## src/hdl/prr_cfg.svh

```systemverilog
// Offsets, field positions, reset values and scale figures of the regulator setting bank
`ifndef PRR_CFG_SVH
`define PRR_CFG_SVH

// Register offsets
`define PRR_OFS_SD2_ILIM   9'h09a
`define PRR_OFS_SD3_ILIM   9'h09b
`define PRR_OFS_SD1_ILIM   9'h09c
`define PRR_OFS_SD1_CFG    9'h09e
`define PRR_OFS_SD3_CFG    9'h09f
`define PRR_OFS_SD2_CFG    9'h0a0
`define PRR_OFS_SD1_A      9'h0a4
`define PRR_OFS_SD3_A      9'h0a5
`define PRR_OFS_SD2_A      9'h0a7
`define PRR_OFS_LR1_A      9'h0a9
`define PRR_OFS_LR2_A      9'h0aa
`define PRR_OFS_LR3_A      9'h0ab
`define PRR_OFS_LR4_A      9'h0ac
`define PRR_OFS_SD1_B      9'h0b5
`define PRR_OFS_SD3_B      9'h0b6

// Storage slots; converters are numbered 0..2 for rails 1..3
`define PRR_NREG           15
`define PRR_IDX_ILIM0      4'h0
`define PRR_IDX_CFG0       4'h3
`define PRR_IDX_SETA0      4'h6
`define PRR_IDX_LRA0       4'h9
`define PRR_IDX_SD1_B      4'hd
`define PRR_IDX_SD3_B      4'he

// Field positions
`define PRR_ILIM_HI        3
`define PRR_MODE_HI        7
`define PRR_MODE_LO        6
`define PRR_PD_BIT         5
`define PRR_SLEEP_BIT      7
`define PRR_SDV_HI         6
`define PRR_LRV_HI         5

// Reset value of every register
`define PRR_REG_RESET      8'h00

// Current limit base and step in mA, converters 1..3
`define PRR_SD1_ILIM_BASE  1400
`define PRR_SD1_ILIM_STEP  200
`define PRR_SD2_ILIM_BASE  1700
`define PRR_SD2_ILIM_STEP  100
`define PRR_SD3_ILIM_BASE  700
`define PRR_SD3_ILIM_STEP  100

// Output voltage base and step in mV
`define PRR_SD1_V_BASE     300
`define PRR_SD1_V_STEP     10
`define PRR_SD2_V_BASE     800
`define PRR_SD2_V_STEP     20
`define PRR_SD3_V_BASE     530
`define PRR_SD3_V_STEP     10
`define PRR_LR_V_BASE      900
`define PRR_LR_V_STEP      50
`define PRR_LR_CODE_MIN    6'h02
`define PRR_LR_CODE_MAX    6'h38

// Mode field codes
`define PRR_MODE_SETTING   2'h0
`define PRR_MODE_PFM       2'h1
`define PRR_MODE_PWM       2'h2

`endif

```

## src/hdl/prr_pkg.sv

```systemverilog
// Types shared by the regulator setting bank
package prr_pkg;

  // Operating mode handed to a step-down converter
  typedef enum logic [1:0] {PRR_OP_PFM, PRR_OP_PWM, PRR_OP_AUTO} prr_op_t;

  // Control bundle of one step-down converter
  typedef struct packed {
    logic [12:0] limit_ma;
    logic [11:0] volt_mv;
    prr_op_t     op;
    logic        pulldown_on;
  } prr_stepdown_t;

  // Control bundle of one linear regulator
  typedef struct packed {
    logic [11:0] volt_mv;
    logic        sleep;
  } prr_linreg_t;

endpackage

```

## src/hdl/prr_bank.sv

```systemverilog
// Regulator setting bank: register storage and decode into regulator controls
//
// Behaviour
// - Converter 3 limit 700 plus code times 100
// - Converter 1 limit 1400 plus code times 200
// - Half-current mode halves converter 1 limit
// - Mode field picks setting, PFM, PWM, automatic
// - Mode zero, A active: A sleep bit decides
// - Mode zero, B active: B sleep bit decides
// - Pull-down-disable bit keeps disabled rail's pull-down off
// - Converter 1 voltage 0.3 V, 10 mV steps
// - Converter 3 voltage 0.53 V, 10 mV steps
// - Converter 2 voltage 0.80 V, 20 mV steps
// - Linear regulator 0.90 V at 0x02, 50-mV steps
// - Linear regulator codes clamp to 0x02..0x38
// - Linear regulator A sleep bit forces sleep
// - Converter 2 limit 1700 plus code times 100
`timescale 1ns/100ps
`default_nettype none
`include "prr_cfg.svh"

module prr_bank #(
  parameter int NSD = 3,
  parameter int NLR = 4
) (
  // Clock, reset, enable
  input  wire logic                        core_clk,
  input  wire logic                        reset,
  input  wire logic                        core_ce,
  // Register port from the serial interface
  input  wire logic                        reg_wr,
  input  wire logic                        reg_rd,
  input  wire logic [8:0]                  reg_addr,
  input  wire logic [7:0]                  reg_wdata,
  output logic      [7:0]                  reg_rdata,
  // Regulator state from the voltage-control logic
  input  wire logic [1:0]                  setting_b_sel,
  input  wire logic                        stepdown1_half_current,
  input  wire logic [NSD-1:0]              stepdown_enable,
  // Decoded controls for the analogue regulators
  output prr_pkg::prr_stepdown_t [NSD-1:0] stepdown_ctrl,
  output prr_pkg::prr_linreg_t   [NLR-1:0] linreg_ctrl
);

  localparam int IW = $clog2(`PRR_NREG);

  // Address to storage slot; misses write nothing and read zero
  function automatic logic [IW:0] addr_slot(input logic [8:0] addr);
    case (addr)
      `PRR_OFS_SD1_ILIM: addr_slot = {1'b1, 4'h0};
      `PRR_OFS_SD2_ILIM: addr_slot = {1'b1, 4'h1};
      `PRR_OFS_SD3_ILIM: addr_slot = {1'b1, 4'h2};
      `PRR_OFS_SD1_CFG:  addr_slot = {1'b1, 4'h3};
      `PRR_OFS_SD2_CFG:  addr_slot = {1'b1, 4'h4};
      `PRR_OFS_SD3_CFG:  addr_slot = {1'b1, 4'h5};
      `PRR_OFS_SD1_A:    addr_slot = {1'b1, 4'h6};
      `PRR_OFS_SD2_A:    addr_slot = {1'b1, 4'h7};
      `PRR_OFS_SD3_A:    addr_slot = {1'b1, 4'h8};
      `PRR_OFS_LR1_A:    addr_slot = {1'b1, 4'h9};
      `PRR_OFS_LR2_A:    addr_slot = {1'b1, 4'ha};
      `PRR_OFS_LR3_A:    addr_slot = {1'b1, 4'hb};
      `PRR_OFS_LR4_A:    addr_slot = {1'b1, 4'hc};
      `PRR_OFS_SD1_B:    addr_slot = {1'b1, `PRR_IDX_SD1_B};
      `PRR_OFS_SD3_B:    addr_slot = {1'b1, `PRR_IDX_SD3_B};
      default:           addr_slot = '0;
    endcase
  endfunction

  // Mode field plus the active setting's sleep bit to an operating mode
  function automatic prr_pkg::prr_op_t op_of(input logic [1:0] mode, input logic sleep);
    case (mode)
      `PRR_MODE_SETTING: op_of = sleep ? prr_pkg::PRR_OP_PFM : prr_pkg::PRR_OP_PWM;
      `PRR_MODE_PFM:     op_of = prr_pkg::PRR_OP_PFM;
      `PRR_MODE_PWM:     op_of = prr_pkg::PRR_OP_PWM;
      default:           op_of = prr_pkg::PRR_OP_AUTO;
    endcase
  endfunction

  logic [IW:0]                 slot;
  logic [`PRR_NREG-1:0][7:0]   regs;
  logic [NSD-1:0][3:0]         ilim_code;
  logic [NSD-1:0][1:0]         mode_code;
  logic [NSD-1:0]              pd_off;
  logic [NSD-1:0][7:0]         set_act;
  logic [NSD-1:0]              b_active;
  prr_pkg::prr_stepdown_t [NSD-1:0] next_stepdown;
  prr_pkg::prr_linreg_t   [NLR-1:0] next_linreg;

  // Same-clock port from the serial interface, so no synchroniser
  assign slot = addr_slot(reg_addr);

  prr_regfile #(
    .NREG (`PRR_NREG),
    .DW   (8),
    .IW   (IW)
  ) u_regs (
    .core_clk (core_clk),
    .reset    (reset),
    .core_ce  (core_ce),
    .wr_en    (reg_wr && slot[IW]),
    .wr_idx   (slot[IW-1:0]),
    .wr_data  (reg_wdata),
    .rd_en    (reg_rd),
    .rd_hit   (slot[IW]),
    .rd_idx   (slot[IW-1:0]),
    .rd_data  (reg_rdata),
    .contents (regs)
  );

  // Only converters 1 and 3 hold a B setting here; converter 2 stays on A
  assign b_active = {setting_b_sel[1], 1'b0, setting_b_sel[0]};

  // Per-converter field extraction and A/B choice
  genvar g;
  generate
    for (g = 0; g < NSD; g++)
    begin : g_sd
      assign ilim_code[g] = regs[`PRR_IDX_ILIM0 + 4'(g)][`PRR_ILIM_HI:0];
      assign mode_code[g] = regs[`PRR_IDX_CFG0 + 4'(g)][`PRR_MODE_HI:`PRR_MODE_LO];
      assign pd_off[g]    = regs[`PRR_IDX_CFG0 + 4'(g)][`PRR_PD_BIT];
      // B register in place of A while the rail's B setting is active
      if (g == 0)
      begin : g_b1
        assign set_act[g] = b_active[g] ? regs[`PRR_IDX_SD1_B] : regs[`PRR_IDX_SETA0];
      end
      else if (g == 2)
      begin : g_b3
        assign set_act[g] = b_active[g] ? regs[`PRR_IDX_SD3_B] : regs[`PRR_IDX_SETA0 + 4'h2];
      end
      else
      begin : g_a
        assign set_act[g] = regs[`PRR_IDX_SETA0 + 4'(g)];
      end
    end
  endgenerate

  // Step-down decode: limits, voltages, modes, pull-downs
  always_comb
  begin
    logic [12:0] lim1;
    lim1 = 13'(`PRR_SD1_ILIM_BASE + `PRR_SD1_ILIM_STEP * int'(ilim_code[0]));
    next_stepdown[0].limit_ma = stepdown1_half_current ? (lim1 >> 1) : lim1;
    next_stepdown[1].limit_ma =
      13'(`PRR_SD2_ILIM_BASE + `PRR_SD2_ILIM_STEP * int'(ilim_code[1]));
    next_stepdown[2].limit_ma =
      13'(`PRR_SD3_ILIM_BASE + `PRR_SD3_ILIM_STEP * int'(ilim_code[2]));
    next_stepdown[0].volt_mv =
      12'(`PRR_SD1_V_BASE + `PRR_SD1_V_STEP * int'(set_act[0][`PRR_SDV_HI:0]));
    next_stepdown[1].volt_mv =
      12'(`PRR_SD2_V_BASE + `PRR_SD2_V_STEP * int'(set_act[1][`PRR_SDV_HI:0]));
    next_stepdown[2].volt_mv =
      12'(`PRR_SD3_V_BASE + `PRR_SD3_V_STEP * int'(set_act[2][`PRR_SDV_HI:0]));
    for (int i = 0; i < NSD; i++)
    begin
      // Sleep bit of whichever setting is active
      next_stepdown[i].op = op_of(mode_code[i], set_act[i][`PRR_SLEEP_BIT]);
      // Pull-down only matters while the rail is off
      next_stepdown[i].pulldown_on = !stepdown_enable[i] && !pd_off[i];
    end
  end

  // Linear regulator decode; the clamp keeps reserved codes out of the analogue trim
  generate
    for (g = 0; g < NLR; g++)
    begin : g_lr
      logic [5:0] code;
      logic [5:0] clamped;
      assign code = regs[`PRR_IDX_LRA0 + 4'(g)][`PRR_LRV_HI:0];
      assign clamped = (code < `PRR_LR_CODE_MIN) ? `PRR_LR_CODE_MIN :
                       (code > `PRR_LR_CODE_MAX) ? `PRR_LR_CODE_MAX : code;
      assign next_linreg[g].volt_mv =
        12'(`PRR_LR_V_BASE + `PRR_LR_V_STEP * (int'(clamped) - int'(`PRR_LR_CODE_MIN)));
      // Only the A setting exists here, so it is always the selected one
      assign next_linreg[g].sleep = regs[`PRR_IDX_LRA0 + 4'(g)][`PRR_SLEEP_BIT];
    end
  endgenerate

  // Outputs registered so the analogue side never sees decode glitches
  always_ff @(posedge core_clk)
  begin
    if (reset)
    begin
      stepdown_ctrl <= '0;
      linreg_ctrl   <= '0;
    end
    else if (core_ce)
    begin
      stepdown_ctrl <= next_stepdown;
      linreg_ctrl   <= next_linreg;
    end
  end

  // Reset seen at the last edge; outputs still hold their reset zeros one edge after
  // release, so look-back checks would fire there; follows reset even with enable low
  logic reset_q;
  always_ff @(posedge core_clk)
  begin
    reset_q <= reset;
  end
endmodule
`default_nettype wire

```

## src/hdl/prr_regfile.sv

```systemverilog
// Byte register storage with one write port, registered read and parallel contents
`timescale 1ns/100ps
`default_nettype none
`include "prr_cfg.svh"

module prr_regfile #(
  parameter int NREG = `PRR_NREG,
  parameter int DW   = 8,
  parameter int IW   = $clog2(NREG)
) (
  // Clock and control
  input  wire logic                   core_clk,
  input  wire logic                   reset,
  input  wire logic                   core_ce,
  // Write port
  input  wire logic                   wr_en,
  input  wire logic [IW-1:0]          wr_idx,
  input  wire logic [DW-1:0]          wr_data,
  // Read port
  input  wire logic                   rd_en,
  input  wire logic                   rd_hit,
  input  wire logic [IW-1:0]          rd_idx,
  output logic      [DW-1:0]          rd_data,
  // All words at once for the decoders
  output logic      [NREG-1:0][DW-1:0] contents
);

  // Storage; every slot clears at reset
  always_ff @(posedge core_clk)
  begin
    if (reset)
      contents <= '{default: `PRR_REG_RESET};
    else if (core_ce && wr_en && (int'(wr_idx) < NREG))
      contents[wr_idx] <= wr_data;
  end

  // Read data held until the next read; a miss answers zero
  always_ff @(posedge core_clk)
  begin
    if (reset)
      rd_data <= '0;
    else if (core_ce && rd_en)
      rd_data <= (rd_hit && (int'(rd_idx) < NREG)) ? contents[rd_idx] : '0;
  end

endmodule
`default_nettype wire

```

## config.mk

```make
export PLATFORM = sky130hd
export DESIGN_NAME = prr_bank
export DESIGN_NICKNAME = d
export VERILOG_FILES = /design/src/hdl/prr_pkg.sv /design/src/hdl/prr_bank.sv /design/src/hdl/prr_regfile.sv
export VERILOG_INCLUDE_DIRS = /design/src /design/src/hdl
export SDC_FILE = /design/constraint.sdc
export NUM_CORES = 1
export LEC_CHECK = 0
export ABC_AREA = 1
export BUFFER_PORTS_ARGS = -buffer_cell sky130_fd_sc_hd__buf_2
export CELL_PAD_IN_SITES_DETAIL_PLACEMENT = 1
export CELL_PAD_IN_SITES_GLOBAL_PLACEMENT = 2
export CORE_UTILIZATION = 30
export DETAILED_ROUTE_END_ITERATION = 10
export PLACE_DENSITY = 0.8
export SYNTH_ARGS = -nofsm -noshare
export SYNTH_HDL_FRONTEND = slang
export SYNTH_HIERARCHICAL = 1
export SYNTH_SLANG_ARGS = --single-unit
```

## constraint.sdc

```tcl
create_clock -name core_clk -period 4.1 [get_ports core_clk]
set_input_delay 0 -clock core_clk [delete_from_list [all_inputs] [get_ports core_clk]]
set_output_delay 0 -clock core_clk [all_outputs]
set_load 0.01 [all_outputs]
```

# Word-level counts from Yosys, hierarchy flattened
# Index checks and enable logic that the tools add are counted.
# totals
word_cells,134
inputBits,28
ff_bits,264
output_inout_bits,144
# op_classes
n_lt_le_gt_ge,11
add_sub_neg,14
n_reduce_logical,18
multipliers,10
mux,24
eq_ne,21
# op_table
cell,count
$eq 9x8->1 const B,15
$bwmux 120,1
$pmux 5 s15,1
$add 11x12->12 const A,4
$mux 6,8
$mul 6x7->11 const A,4
$mux 8,5
$bmux 8 s4,1
$demux 8 s4,1
$mul 3x7->10 const A,3
$sub 6x2->7 const B,4
$mul 5x4->9 const A,3
$add 10x11->12 const A,2
$gt 6x6->1 const B,4
$lt 6x2->1 const B,4
$pmux 2 s3,3
$add 11x12->13 const A,1
$mux 13,1
$add 10x12->12 const A,1
$add 11x11->12 const A,1
$add 9x11->12 const A,1
$logic_and 1x1->1,9
$eq 2x1->1 const B,3
$eq 2x2->1 const B,3
other kinds (6),15

# Depth between registers and ports, before layout
# Gate-level depths: netlist (run 1).
# depth
depth_word,7
depth_mapped,25
mapped_depth_nobuf,25

# Hierarchy
# The synthesis (run 1) kept the hierarchy.
# by_module_without_submodules
module,cells_per_inst,area_per_inst_um2,n_inst,seq_area_each_um2
prr_bank,1451,10274.9,1,2402.3
prr_regfile,937,5975.7,1,2562.5

# Worst setup path after synthesis (run 1)
# OpenSTA, ideal clock, no wires.
# synth_timing
path_type,reg2reg
start,register u_regs/contents[75] (netlist name)
end,register linreg_ctrl[12] (netlist name)
setup_time_ps,109
synth_period_minus_slack_ps,3813
arrival_time_ps,3704
path_buffers,0
stages_incl_launch_ff,25
required_ps,3991
slack_ps,287
cell_sequence,dfxtp_1 nand3_1 nand2_1 nand2_1 inv_1 ha_1 inv_1 nor3_1 xor2_1 ha_1 inv_1 fa_1 inv_1 ha_1 ha_1 nand2_1 or2_2 nand3_1 nand2_1 nand2_1 inv_1 nand2_1 nand3_1 nand2_1 inv_1
# synth_between
elab_chain_len,6
word_cells_on_any_way,7
classes_between,add/sub (2); mul (1); order compare (2); mux (2)
# synth_lines
element,line,rtl
start: declaration,prr_regfile.sv:25,output logic [NREG-1:0][DW-1:0] contents
start signal: indexed assignment,prr_regfile.sv:34,contents[wr_idx] <= wr_data;
$gt 6x6->1 (no line),--,
$mux 6,prr_bank.sv:170,(code > `PRR_LR_CODE_MAX) ? `PRR_LR_CODE_MAX : code;
$mux 6 (*),prr_bank.sv:169,assign clamped = (code < `PRR_LR_CODE_MIN) ? `PRR_LR_CODE_MIN :
$sub 6x2->7 (*),prr_bank.sv:172,12'(`PRR_LR_V_BASE + `PRR_LR_V_STEP * (int'(clamped) - int'(`PRR_LR_CODE_MIN)));
$mul 6x7->11 (no line) (*),--,
$add 11x12->12 (no line) (*),--,
end signal: assignment,prr_bank.sv:189,linreg_ctrl <= next_linreg;
end: declaration,prr_bank.sv:42,output prr_pkg::prr_linreg_t [NLR-1:0] linreg_ctrl
# Mark *: on every way between the ends. The rest lies on a longest branch, timed or not.
# A chain may end at the register's enable or synchronous reset.

# Final worst setup path (run 1)
# Same ends and word-level chain as after synthesis.

==> results of run 1 <==
cells in the final DEF (no fill, tap or decap), types with 35 or more instances in the layout:
cell         n
inv_1      314
clkbuf_16   35
nand2_1    694
ha_1       128
a21oi_1    171
buf_2      153
o21ai_0     89
nor2_1     185
dfxtp_1    236
nand3_1    131
metrics by stage:
step / total power, mW / hold WS [ns] / TNS (ns)
2_1_floorplan: 2.85 / 0.148 / 0
3_3_place_gp: 3.04 / 0.314 / 0
3_5_place_dp: 3.05 / 0.322 / -0.0781
4_1_cts: 6.25 / 0.0176 / 0
5_1_grt: 6.40 / 0.0772 / -0.101
6_report: 6.17 / 0.0485 / 0
critical path, delay by kind of cell (launching register included):
kind                     cells  cell delay, ns
buffers and inverters        6            0.41
XOR/XNOR                     1            0.16
AO/OA/AOI/OAI                1            0.06
flip-flops                   1            0.38
AND/OR/NAND/NOR             10            1.11
adder cells (fa/ha/maj)      5            1.66
timing repair:
item / CTS / global route
resized for setup: 7 / 66
setup endpoints to repair: 5 / 12
pin swaps: 0 / 7
hold buffers: 18 / 0
buffers inserted: 0 / 3
endpoints found under the hold margin: 126 / 0
area by class of cell:
cell class	count	area share (%)
antenna	2	0.0258
clock buffer	46	5.15
clock inverter	14	0.962
inverter	341	6.63
multi-input combinational	1728	51.4
sequential	248	25.7
tap	688	4.44
timing repair buffer	191	5.69
cells in the mapped netlist, types with 3 or more instances:
cell	count
a211oi_1	17
a21oi_1	172
a22oi_1	3
a31oi_1	11
buf_1	6
buf_2	23
buf_4	17
clkbuf_1	51
clkinv_1	3
dfxtp_1	248
fa_1	25
ha_1	142
inv_1	318
inv_2	18
nand2_1	697
nand2_2	10
nand3_1	133
nand3_2	7
nand3b_1	12
nand4_1	23
nor2_1	190
nor2_2	12
nor3_1	10
o211ai_1	18
o21ai_0	89
o21ai_1	6
o21ai_2	3
o21bai_1	4
o221ai_1	12
or2_1	7
or2_2	3
xnor2_1	30
xor2_1	44
power by group through the flow:
stage	Sequential (mW)	Clock (mW)	Combinational [mW]
floorplan	2.59	0	0.261
global placement	2.57	0	0.465
detailed placement	2.57	0	0.473
CTS	2.52	3.24	0.490
global route	2.52	3.33	0.546
finish	2.52	3.16	0.494
registers in the layout, summed over array words and instances (netlist names):
name and cells:
linreg_ctrl 48, stepdown_ctrl 72, u_regs/contents 120, u_regs/rd_data 8
routing by layer:
metal,share of wire (%),GRT usage [%]
met5,0,0
met1,49,26.8
met2,46,32.9
met4,2.4,5.46
met3,3.2,2.63
path summary, 6_finish.rpt:
path,end,depth (start not counted),slack [ns]
worst max register to register,linreg_ctrl[12],23,0.20
worst min-delay path,stepdown_ctrl[5],4,0.05
worst min register to register,stepdown_ctrl[14],2,0.44
worst max-delay path,linreg_ctrl[12],23,0.20
kinds of logic (layout without fill, tap and decap cells):
| group | count (synthesis) | count (layout) | synth area share, % |
|---|---|---|---|
| compound gates | 343 | 343 | 11.8 |
| buf+inv | 439 | 592 | 10.8 |
| fa+ha+maj | 167 | 167 | 14.0 |
| simple gates | 1112 | 1112 | 28.5 |
| flops | 248 | 248 | 30.6 |
| xor+xnor | 77 | 77 | 4.29 |
| other cells | 2 | 31 | 0.0462 |
==> impl_metrics.toml, run 1 <==
[yosys]
seq_area_frac_synth_pct = 30.6
synth_area_leaders = "dfxtp_1 (31%), nand2_1 (16%), ha_1 (11%)"
synth_cells = 2388
ys.flop_type = "dfxtp_1"
synth_cell_type_count = 50
avgSynthCellArea_um2 = 6.81
synth_top_area_share_pct = 30.6
synth_area_leader_cell = "dfxtp_1"
synth-edff-count = 0
synth-warning-count = 6
ys_seq_elements = 248
syn_area_um2 = 16300
synth-async-reset-ratio_pct = 0

[cts]
cts_made_buffers = 34
htreeDepth = 2
cts_tree = "built"
clk_path_buf_depth = 3
cts_root_buf = "clkbuf_16"
clk_pin_slew_ns = 0.06
clk_latency_ns = 0.55
clock_sinks = 248

[cells_and_area]
syn2layout_area_growth_pct = 19.3
drive_gt1_share_pct = 14.0
layout.nets = 2739
fin_util_pct = 36.5
fin_area_um2 = 19400
stdcell_count = 3258
multiInputGateArea_um2 = 9950
nFillCells = 6707
seqCellArea_um2 = 4990

[route]
dr.pass1.iters = 5
drtIter0Drc = 638
drcViolationCount = 0
postRouteAntennaNets = 0
vias = 15600
via_per_inst = 4.80
wl_per_cell_um = 17.1
routed_wl_mm = 55.5

[setup_path]
max_stage_delay_ns = 0.50
worstPathRequired_ns = 4.52
startpoint = "u_regs/contents[75]"
path_class = "reg2reg"
cp-start-kind = "flop"
slowest_stage = "fa_1"
cp-end-kind = "flop"
cp_common_cell = "inv_1"
crit_chain = "nor2_4, nand3b_1, nand2_1, inv_1, ha_1, buf_4, xor2_2, ha_1, inv_1, fa_1, inv_1, ha_1, ha_4, a21oi_2, or2_2, nand3_1, nand2_1, nand2_2, inv_1, nand2_1, nand3_1, nand2_1, inv_1"
critPathArrivalTime_ns = 4.32
crit_fanout = 6
reg2reg_from = "u_regs/contents[75]"

[place]
dpl.hpwl_mm = 40.5
dp_worst_setup_slack_ns = -0.0564
placed_area_um2 = 17600
port-buffer-count = 155
dp.cells = 3175
gp_congestion = 0.816

[timing]
finalMaxSlewViolations = 0
fmax_mhz = 257
finalSetupViolations = 0
final.setup.worst_slack_ns = 0.205
rsz0062_at_grt = "yes"
skew_ns = 0.0260
fin_crit_sh_pct = 95.0
tightest_slew_ns = 1.25
hold_viol = 0
period_needed_ns = 3.90
slew_headroom_pct = 16.3

[floorplan]
die_w_um = 235
core.rowCount = 84
initial_core_util_pct = 30.6
core_um2 = 53100
ios = 172
die_y_um = 235
die_area_um2 = 55100

[global_route]
overflow = 0
grt_antenna_before_repair = 1
grt_first_pass_wirelength_mm = 87.9
first_global_vias = 16100
grt_max_degree = 100
grt_use_total_pct = 19.8

[power_and_ir_drop]
clockPowerShare_pct = 51.2
powerDensity_nw_per_um2 = 318
internal-power_mw = 4.59
power.leakage_nw = 9.58
seqPwrFrac_pct = 40.8
peakVddDrop_uv = 210
switching_share_pct = 25.5
switchingPower_mw = 1.57
p_comb_share_pct = 8.0

[run_status]
status = "complete, no violations"

[min_path]
min_from = "setting_b_sel[0]"
hp-class = "in2reg"

[flow_run]
max-cap-violations = 0
Note: power is estimated with default switching activity, not from simulation.
==> inputs of run 2 (changes only) <==
- CELL_PAD_IN_SITES_DETAIL_PLACEMENT: 1 -> 0
- CELL_PAD_IN_SITES_GLOBAL_PLACEMENT: 2 -> 1
- CORE_UTILIZATION: 30 -> 39
- PLACE_DENSITY: 0.8 -> 0.81
==> run 2 against run 1 <==
Die area down 23%. Flip-flop and latch count unchanged. Maximum frequency up 1.8%. Critical endpoint is now linreg_ctrl[11]. Clock skew down 0.012 ns. Sequential power about the same. Via count down 1.3%. Count of clock-buffer cells in the layout down 5. Wire length down 15%. Core utilization up 9.7 points. Register-to-register slack better by 0.07 ns.
==> impl_metrics.toml, run 2 (synthesized netlist as in run 1, its figures left out) <==
[cts]
htreeDepth = 1
clk_latency_ns = 0.56
cts_root_buf = "clkbuf_16"
clk_path_buf_depth = 3
cts_made_buffers = 29
clock_sinks = 248
cts_tree = "built"
clk_pin_slew_ns = 0.06

[place]
gp_congestion = 0.849
dpl.hpwl_mm = 33.8
port-buffer-count = 155
placed_area_um2 = 17400

[cells_and_area]
largest_register_ff_count = 120
fin_area_um2 = 18900
final_common_cell = "nand2_1"
mostFrequentLayoutCells = "nand2_1 (696), inv_1 (314), dfxtp_1 (233), nor2_1 (188), a21oi_1 (172)"
seqCellArea_um2 = 4990
top_register = "u_regs/contents"
drive_gt1_share_pct = 12.9
nFillCells = 4223
syn2layout_area_growth_pct = 16.4
multiInputGateArea_um2 = 9840
top_regs = "u_regs/contents (120), stepdown_ctrl (72), linreg_ctrl (48)"
layout.nets = 2731

[power_and_ir_drop]
clockPowerShare_pct = 48.5
seqPwrFrac_pct = 43.3
internal-power_mw = 4.38
switching_share_pct = 24.5
power.leakage_nw = 9.48
peakVddDrop_uv = 238
p_comb_share_pct = 8.2
powerDensity_nw_per_um2 = 307
switchingPower_mw = 1.42

[timing]
fmax_mhz = 261
finalMaxSlewViolations = 0
hold_viol = 0
tightest_slew_ns = 1.20
skew_ns = 0.0137
finalSetupTns_ns = 0
finalSetupViolations = 0
period_needed_ns = 3.83
fin_crit_sh_pct = 93.4
slew_headroom_pct = 20.0

[min_path]
hp-class = "in2reg"
min_from = "reg_wr"

[route]
postRouteAntennaNets = 0
via_per_inst = 4.99
routed_wl_mm = 47.0
dr.pass1.iters = 5
drtIter0Drc = 1140
drcViolationCount = 0
wl_per_cell_um = 15.2
vias = 15400

[setup_path]
reg2reg_from = "u_regs/contents[75]"
reg2regPathDepth = 20
crit_fanout = 6
r2r_slack_ns = 0.27
cp-end-kind = "flop"
critPathArrivalTime_ns = 4.28
critPathCapture = "linreg_ctrl[11]"
r2r-end = "linreg_ctrl[11]"
cp-start-kind = "flop"
startpoint = "u_regs/contents[75]"
path_class = "reg2reg"
worstPathRequired_ns = 4.56

[run_status]
status = "complete, no violations"

[floorplan]
initial_core_util_pct = 39.7
ios = 172
die_area_um2 = 42500
core_um2 = 40900
die_y_um = 206
core.rowCount = 74
die_w_um = 206

[global_route]
grt_use_total_pct = 21.7
grt_first_pass_wirelength_mm = 74.2
grt_antenna_before_repair = 1
grt_max_degree = 165
overflow = 0
first_global_vias = 14100

[flow_run]
max-cap-violations = 0
## run 2: worst max-delay path, stage by stage, from the launching register on
cell      delay (ns)
dfxtp_4         0.38
nor2_2          0.13
nand3b_1        0.12
nand2_1         0.10
inv_1           0.06
ha_1            0.21
buf_4           0.17
xor2_4          0.16
ha_1            0.29
inv_1           0.05
fa_1            0.49
inv_1           0.04
ha_1            0.32
ha_4            0.28
a21oi_1         0.20
nand2_1         0.13
xnor2_2         0.19
nand2_1         0.09
xor2_1          0.16
o21ai_1         0.12
inv_1           0.05
## run 2: how the worst min path moves through the flow
stage / to / slack, ns / cells past startpoint
after floorplan: u_regs/contents[24] / 0.15 / 2
after global placement: stepdown_ctrl[56] / 0.31 / 4
after detailed placement: stepdown_ctrl[28] / 0.31 / 4
after CTS: u_regs/contents[117] / 0.18 / 7
after global routing: u_regs/contents[112] / 0.25 / 7
final: u_regs/contents[117] / 0.22 / 7
## run 2: layout make-up
type                       count  area share (%)
multi-input combinational   1728            52.0
sequential                   248            26.4
inverter                     341            6.79
timing repair buffer         188            5.74
clock buffer                  41            4.50
tap                          532            3.52
clock inverter                12           0.999
antenna                        1          0.0132
## run 2: power by group through the flow
| stage | combinational, mW | clock, mW | sequential (mW) |
|---|---|---|---|
| detailed placement | 0.452 | 0 | 2.57 |
| global placement | 0.450 | 0 | 2.57 |
| finish | 0.475 | 2.82 | 2.52 |
| CTS | 0.469 | 2.89 | 2.52 |
| floorplan | 0.261 | 0 | 2.59 |
| global route | 0.532 | 2.99 | 2.52 |
## run 2: timing repair
| item | CTS | global route |
|---|---|---|
| hold buffers | 18 | 0 |
| resized for setup | 0 | 51 |
| setup endpoints to repair | 0 | 12 |
| setup buffers | 0 | 2 |
| endpoints found under the hold margin | 163 | 0 |
## run 2: through the flow
stage                     hold slack [ns]  worst slack (ns)  std cells  utilization [%]  total power, mW
after floorplan                     0.148             0.287       2415                -             2.85
after global placement              0.313             0.172       3017             42.6             3.02
after detailed placement            0.315            0.0486       3017             42.6             3.02
after CTS                           0.179            0.0253       3088             45.6             5.87
after global routing                0.247          -0.00949       3091             46.2             6.04
final                               0.220             0.272       3091             46.2             5.81
## run 2: layer usage
layer,wire (um),global-route usage (%),vias up
met5,0,0,-
met4,980,5.83,0
met3,2370,2.11,61
met2,20700,34.3,428
met1,23000,31.3,7088
li1,-,-,7856
==> inputs of run 3 (changes only) <==
- ABC_AREA: 1 -> default
- CORE_UTILIZATION: 39 -> 41
- PLACE_DENSITY: 0.81 -> 0.8
==> run 3 against run 2 <==
Clock skew is 0.0013 ns higher. Worst hold slack worse by 0.15 ns. Highest routed layer unchanged. Count of clock-buffer cells in the layout decreased by 2. Total power shrank 4.2%. Sequential share of layout area increased by 0.098 points. First-iteration DRC count fell by 23%. Clock power fell by 6%. Core utilization rose by 3.6 points. Largest cell class unchanged. Via count is 15% lower. Combinational power decreased by 8.8%. Final cell count down 20%. Flip-flop and latch count is the same.
==> impl_metrics.toml, run 3 <==
[run_status]
status = "complete, no violations"

[cts]
htreeDepth = 1
cts_made_buffers = 28
cts_tree = "built"
clk_pin_slew_ns = 0.06
cts_root_buf = "clkbuf_16"
clk_latency_ns = 0.56
clk_path_buf_depth = 3
clock_sinks = 248

[yosys]
synth_cells = 1758
synth-async-reset-ratio_pct = 0
synth-warning-count = 6
synth-edff-count = 0
avgSynthCellArea_um2 = 8.93
seq_area_frac_synth_pct = 31.6
synth_area_leader_cell = "dfxtp_1"
synth_area_leaders = "dfxtp_1 (32%), ha_1 (11%), mux2i_1 (7.5%)"
syn_area_um2 = 15700
synth_cell_type_count = 77
synth_top_area_share_pct = 31.6
synth_most_common_cell = "dfxtp_1"
synth.top_cells.by_count = "dfxtp_1 (248), nor2_1 (199), ha_1 (142)"
ys.flop_type = "dfxtp_1"
ys_seq_elements = 248

[setup_path]
cp_common_cell = "ha_4"
cp-end-kind = "flop"
max_stage_delay_ns = 0.49
critPathArrivalTime_ns = 4.39
r2r_slack_ns = 0.13
path_class = "reg2reg"
slowest_stage = "fa_1"
crit_chain = "or3_4, a21oi_4, nor2_2, ha_4, nor3b_4, xor2_1, buf_4, fa_1, ha_4, ha_4, inv_1, fa_2, xor2_2, o211a_1, a211oi_2, xnor2_1, o21ai_0"
crit_fanout = 4
cp-start-kind = "flop"
worstPathRequired_ns = 4.52
cpLargestDelayFamily = "adder cells"
cp_num_buf_inv = 2

[floorplan]
initial_core_util_pct = 41.7
die_y_um = 198
ios = 172
core_um2 = 37700
die_area_um2 = 39100
core.rowCount = 71
die_w_um = 198

[power_and_ir_drop]
power.leakage_nw = 8.31
powerDensity_nw_per_um2 = 296
total_power_mw = 5.56
peakVddDrop_uv = 300

[flow_run]
max-cap-violations = 0

[cells_and_area]
largest_register_ff_count = 120
antenna_cells = 0
drive_gt1_share_pct = 20.0
fin_area_um2 = 18800
final_common_cell = "dfxtp_1"
top_register = "u_regs/contents"
syn2layout_area_growth_pct = 19.6
layout.nets = 2125
mostFrequentLayoutCells = "dfxtp_1 (244), nor2_1 (197), buf_2 (153), ha_1 (123), nand2_1 (120)"
nFillCells = 3545
top_regs = "u_regs/contents (120), stepdown_ctrl (72), linreg_ctrl (48)"

[global_route]
grt_max_degree = 141
first_global_vias = 12300
grt_antenna_before_repair = 0
overflow = 0
grt_first_pass_wirelength_mm = 66.5
grt_use_total_pct = 21.1

[route]
wl_per_cell_um = 16.9
dr.pass1.iters = 5
drcViolationCount = 0
drtIter0Drc = 883
routed_wl_mm = 41.5
via_per_inst = 5.31
vias = 13100
postRouteAntennaNets = 0

[timing]
skew_ns = 0.0150
fmax_mhz = 252
hold_viol = 0
period_needed_ns = 3.97
tightest_slew_ns = 0.913
finalSetupViolations = 0
fin_crit_sh_pct = 96.9
slew_headroom_pct = 39.1
finalMaxSlewViolations = 0
finalSetupTns_ns = 0

[place]
gp_congestion = 0.858
port-buffer-count = 155
placed_area_um2 = 17200
dpl.hpwl_mm = 30.2

[min_path]
hp-class = "in2reg"
-- run 3: cell count changes in the layout (fill, tap and decap cells not counted), sizes merged, moves of 13 or more --
| cell | before | now |
|---|---|---|
| nand2 | 709 | 122 |
| inv | 338 | 107 |
| mux2i | 0 | 117 |
| nand3 | 140 | 34 |
| a21oi | 175 | 117 |
| buf | 170 | 214 |
| xnor2 | 32 | 73 |
| a211oi | 17 | 54 |
| nand2b | 0 | 26 |
| mux4 | 0 | 24 |
| nand4 | 25 | 4 |
| nor2b | 0 | 19 |
| mux2 | 0 | 14 |
| nor3b | 0 | 13 |
-- run 3: repair_timing --
action,CTS,global route
hold buffers,18,0
setup endpoints to repair,5,13
pin swaps,6,23
cloned,0,0
resized for setup,9,61
hold endpoints to repair,161,0
setup buffers,0,3
-- run 3: power by group --
group	switching (mW)	internal, mW
registers	0.0275	2.46
clock network	1.04	1.60
logic	0.271	0.162
-- run 3: cell type report --
| cell class | instances | area [um2] | share of cell area, % |
|---|---|---|---|
| clock buffers | 39 | 833 | 4.44 |
| clock inverters | 12 | 146 | 0.779 |
| inverters | 107 | 402 | 2.14 |
| multi-input cells | 1313 | 10300 | 55.1 |
| flip-flops and latches | 248 | 4980 | 26.5 |
| well taps | 511 | 639 | 3.40 |
| repair buffers | 232 | 1440 | 7.65 |
-- run 3: final timing paths --
kind	cells past startpoint	endpoint	startpoint
max	17	linreg_ctrl[12]	u_regs/contents[77]
min	4	u_regs/rd_data[3]	reg_rd
max reg2reg	17	linreg_ctrl[12]	u_regs/contents[77]
min reg2reg	1	stepdown_ctrl[14]	stepdown_ctrl[14]
-- run 3: cells by family after synthesis --
logic type	count (synthesis)	synth area share (%)
flip-flops	248	31.6
XOR/XNOR	116	6.65
multiplexers	155	11.9
adder cells (fa/ha/maj)	167	14.5
AND/OR/NAND/NOR	476	14.2
AO/OA/AOI/OAI	370	14.8
other	2	0.0478
buffers and inverters	224	6.30
-- run 3: tightest hold or removal path: stages --
cell      delay (ns)
buf_2           0.09
a21oi_1         0.26
nand2_1         0.15
o211ai_1        0.07
-- run 3: routing by layer --
metal / vias to the layer above / global-route usage, % / part of all wire [%]
li1: 6414 / - / -
met1: 6223 / 29.6 / 47
met2: 364 / 33.3 / 45
met3: 76 / 2.48 / 5.4
met4: 0 / 7.64 / 3.3
met5: - / 0 / 0
-- run 3: through the flow --
step | setup WS [ns] | utilization, % | hold WS [ns] | instances
floorplan | -0.0289 | - | 0.144 | 1785
global placement | 0.0233 | 45.8 | 0.325 | 2390
detailed placement | -0.113 | 45.8 | 0.330 | 2390
CTS | 0.000361 | 49.0 | 0.0372 | 2459
global route | -0.0475 | 49.9 | 0.0880 | 2462
finish | 0.129 | 49.9 | 0.0750 | 2462
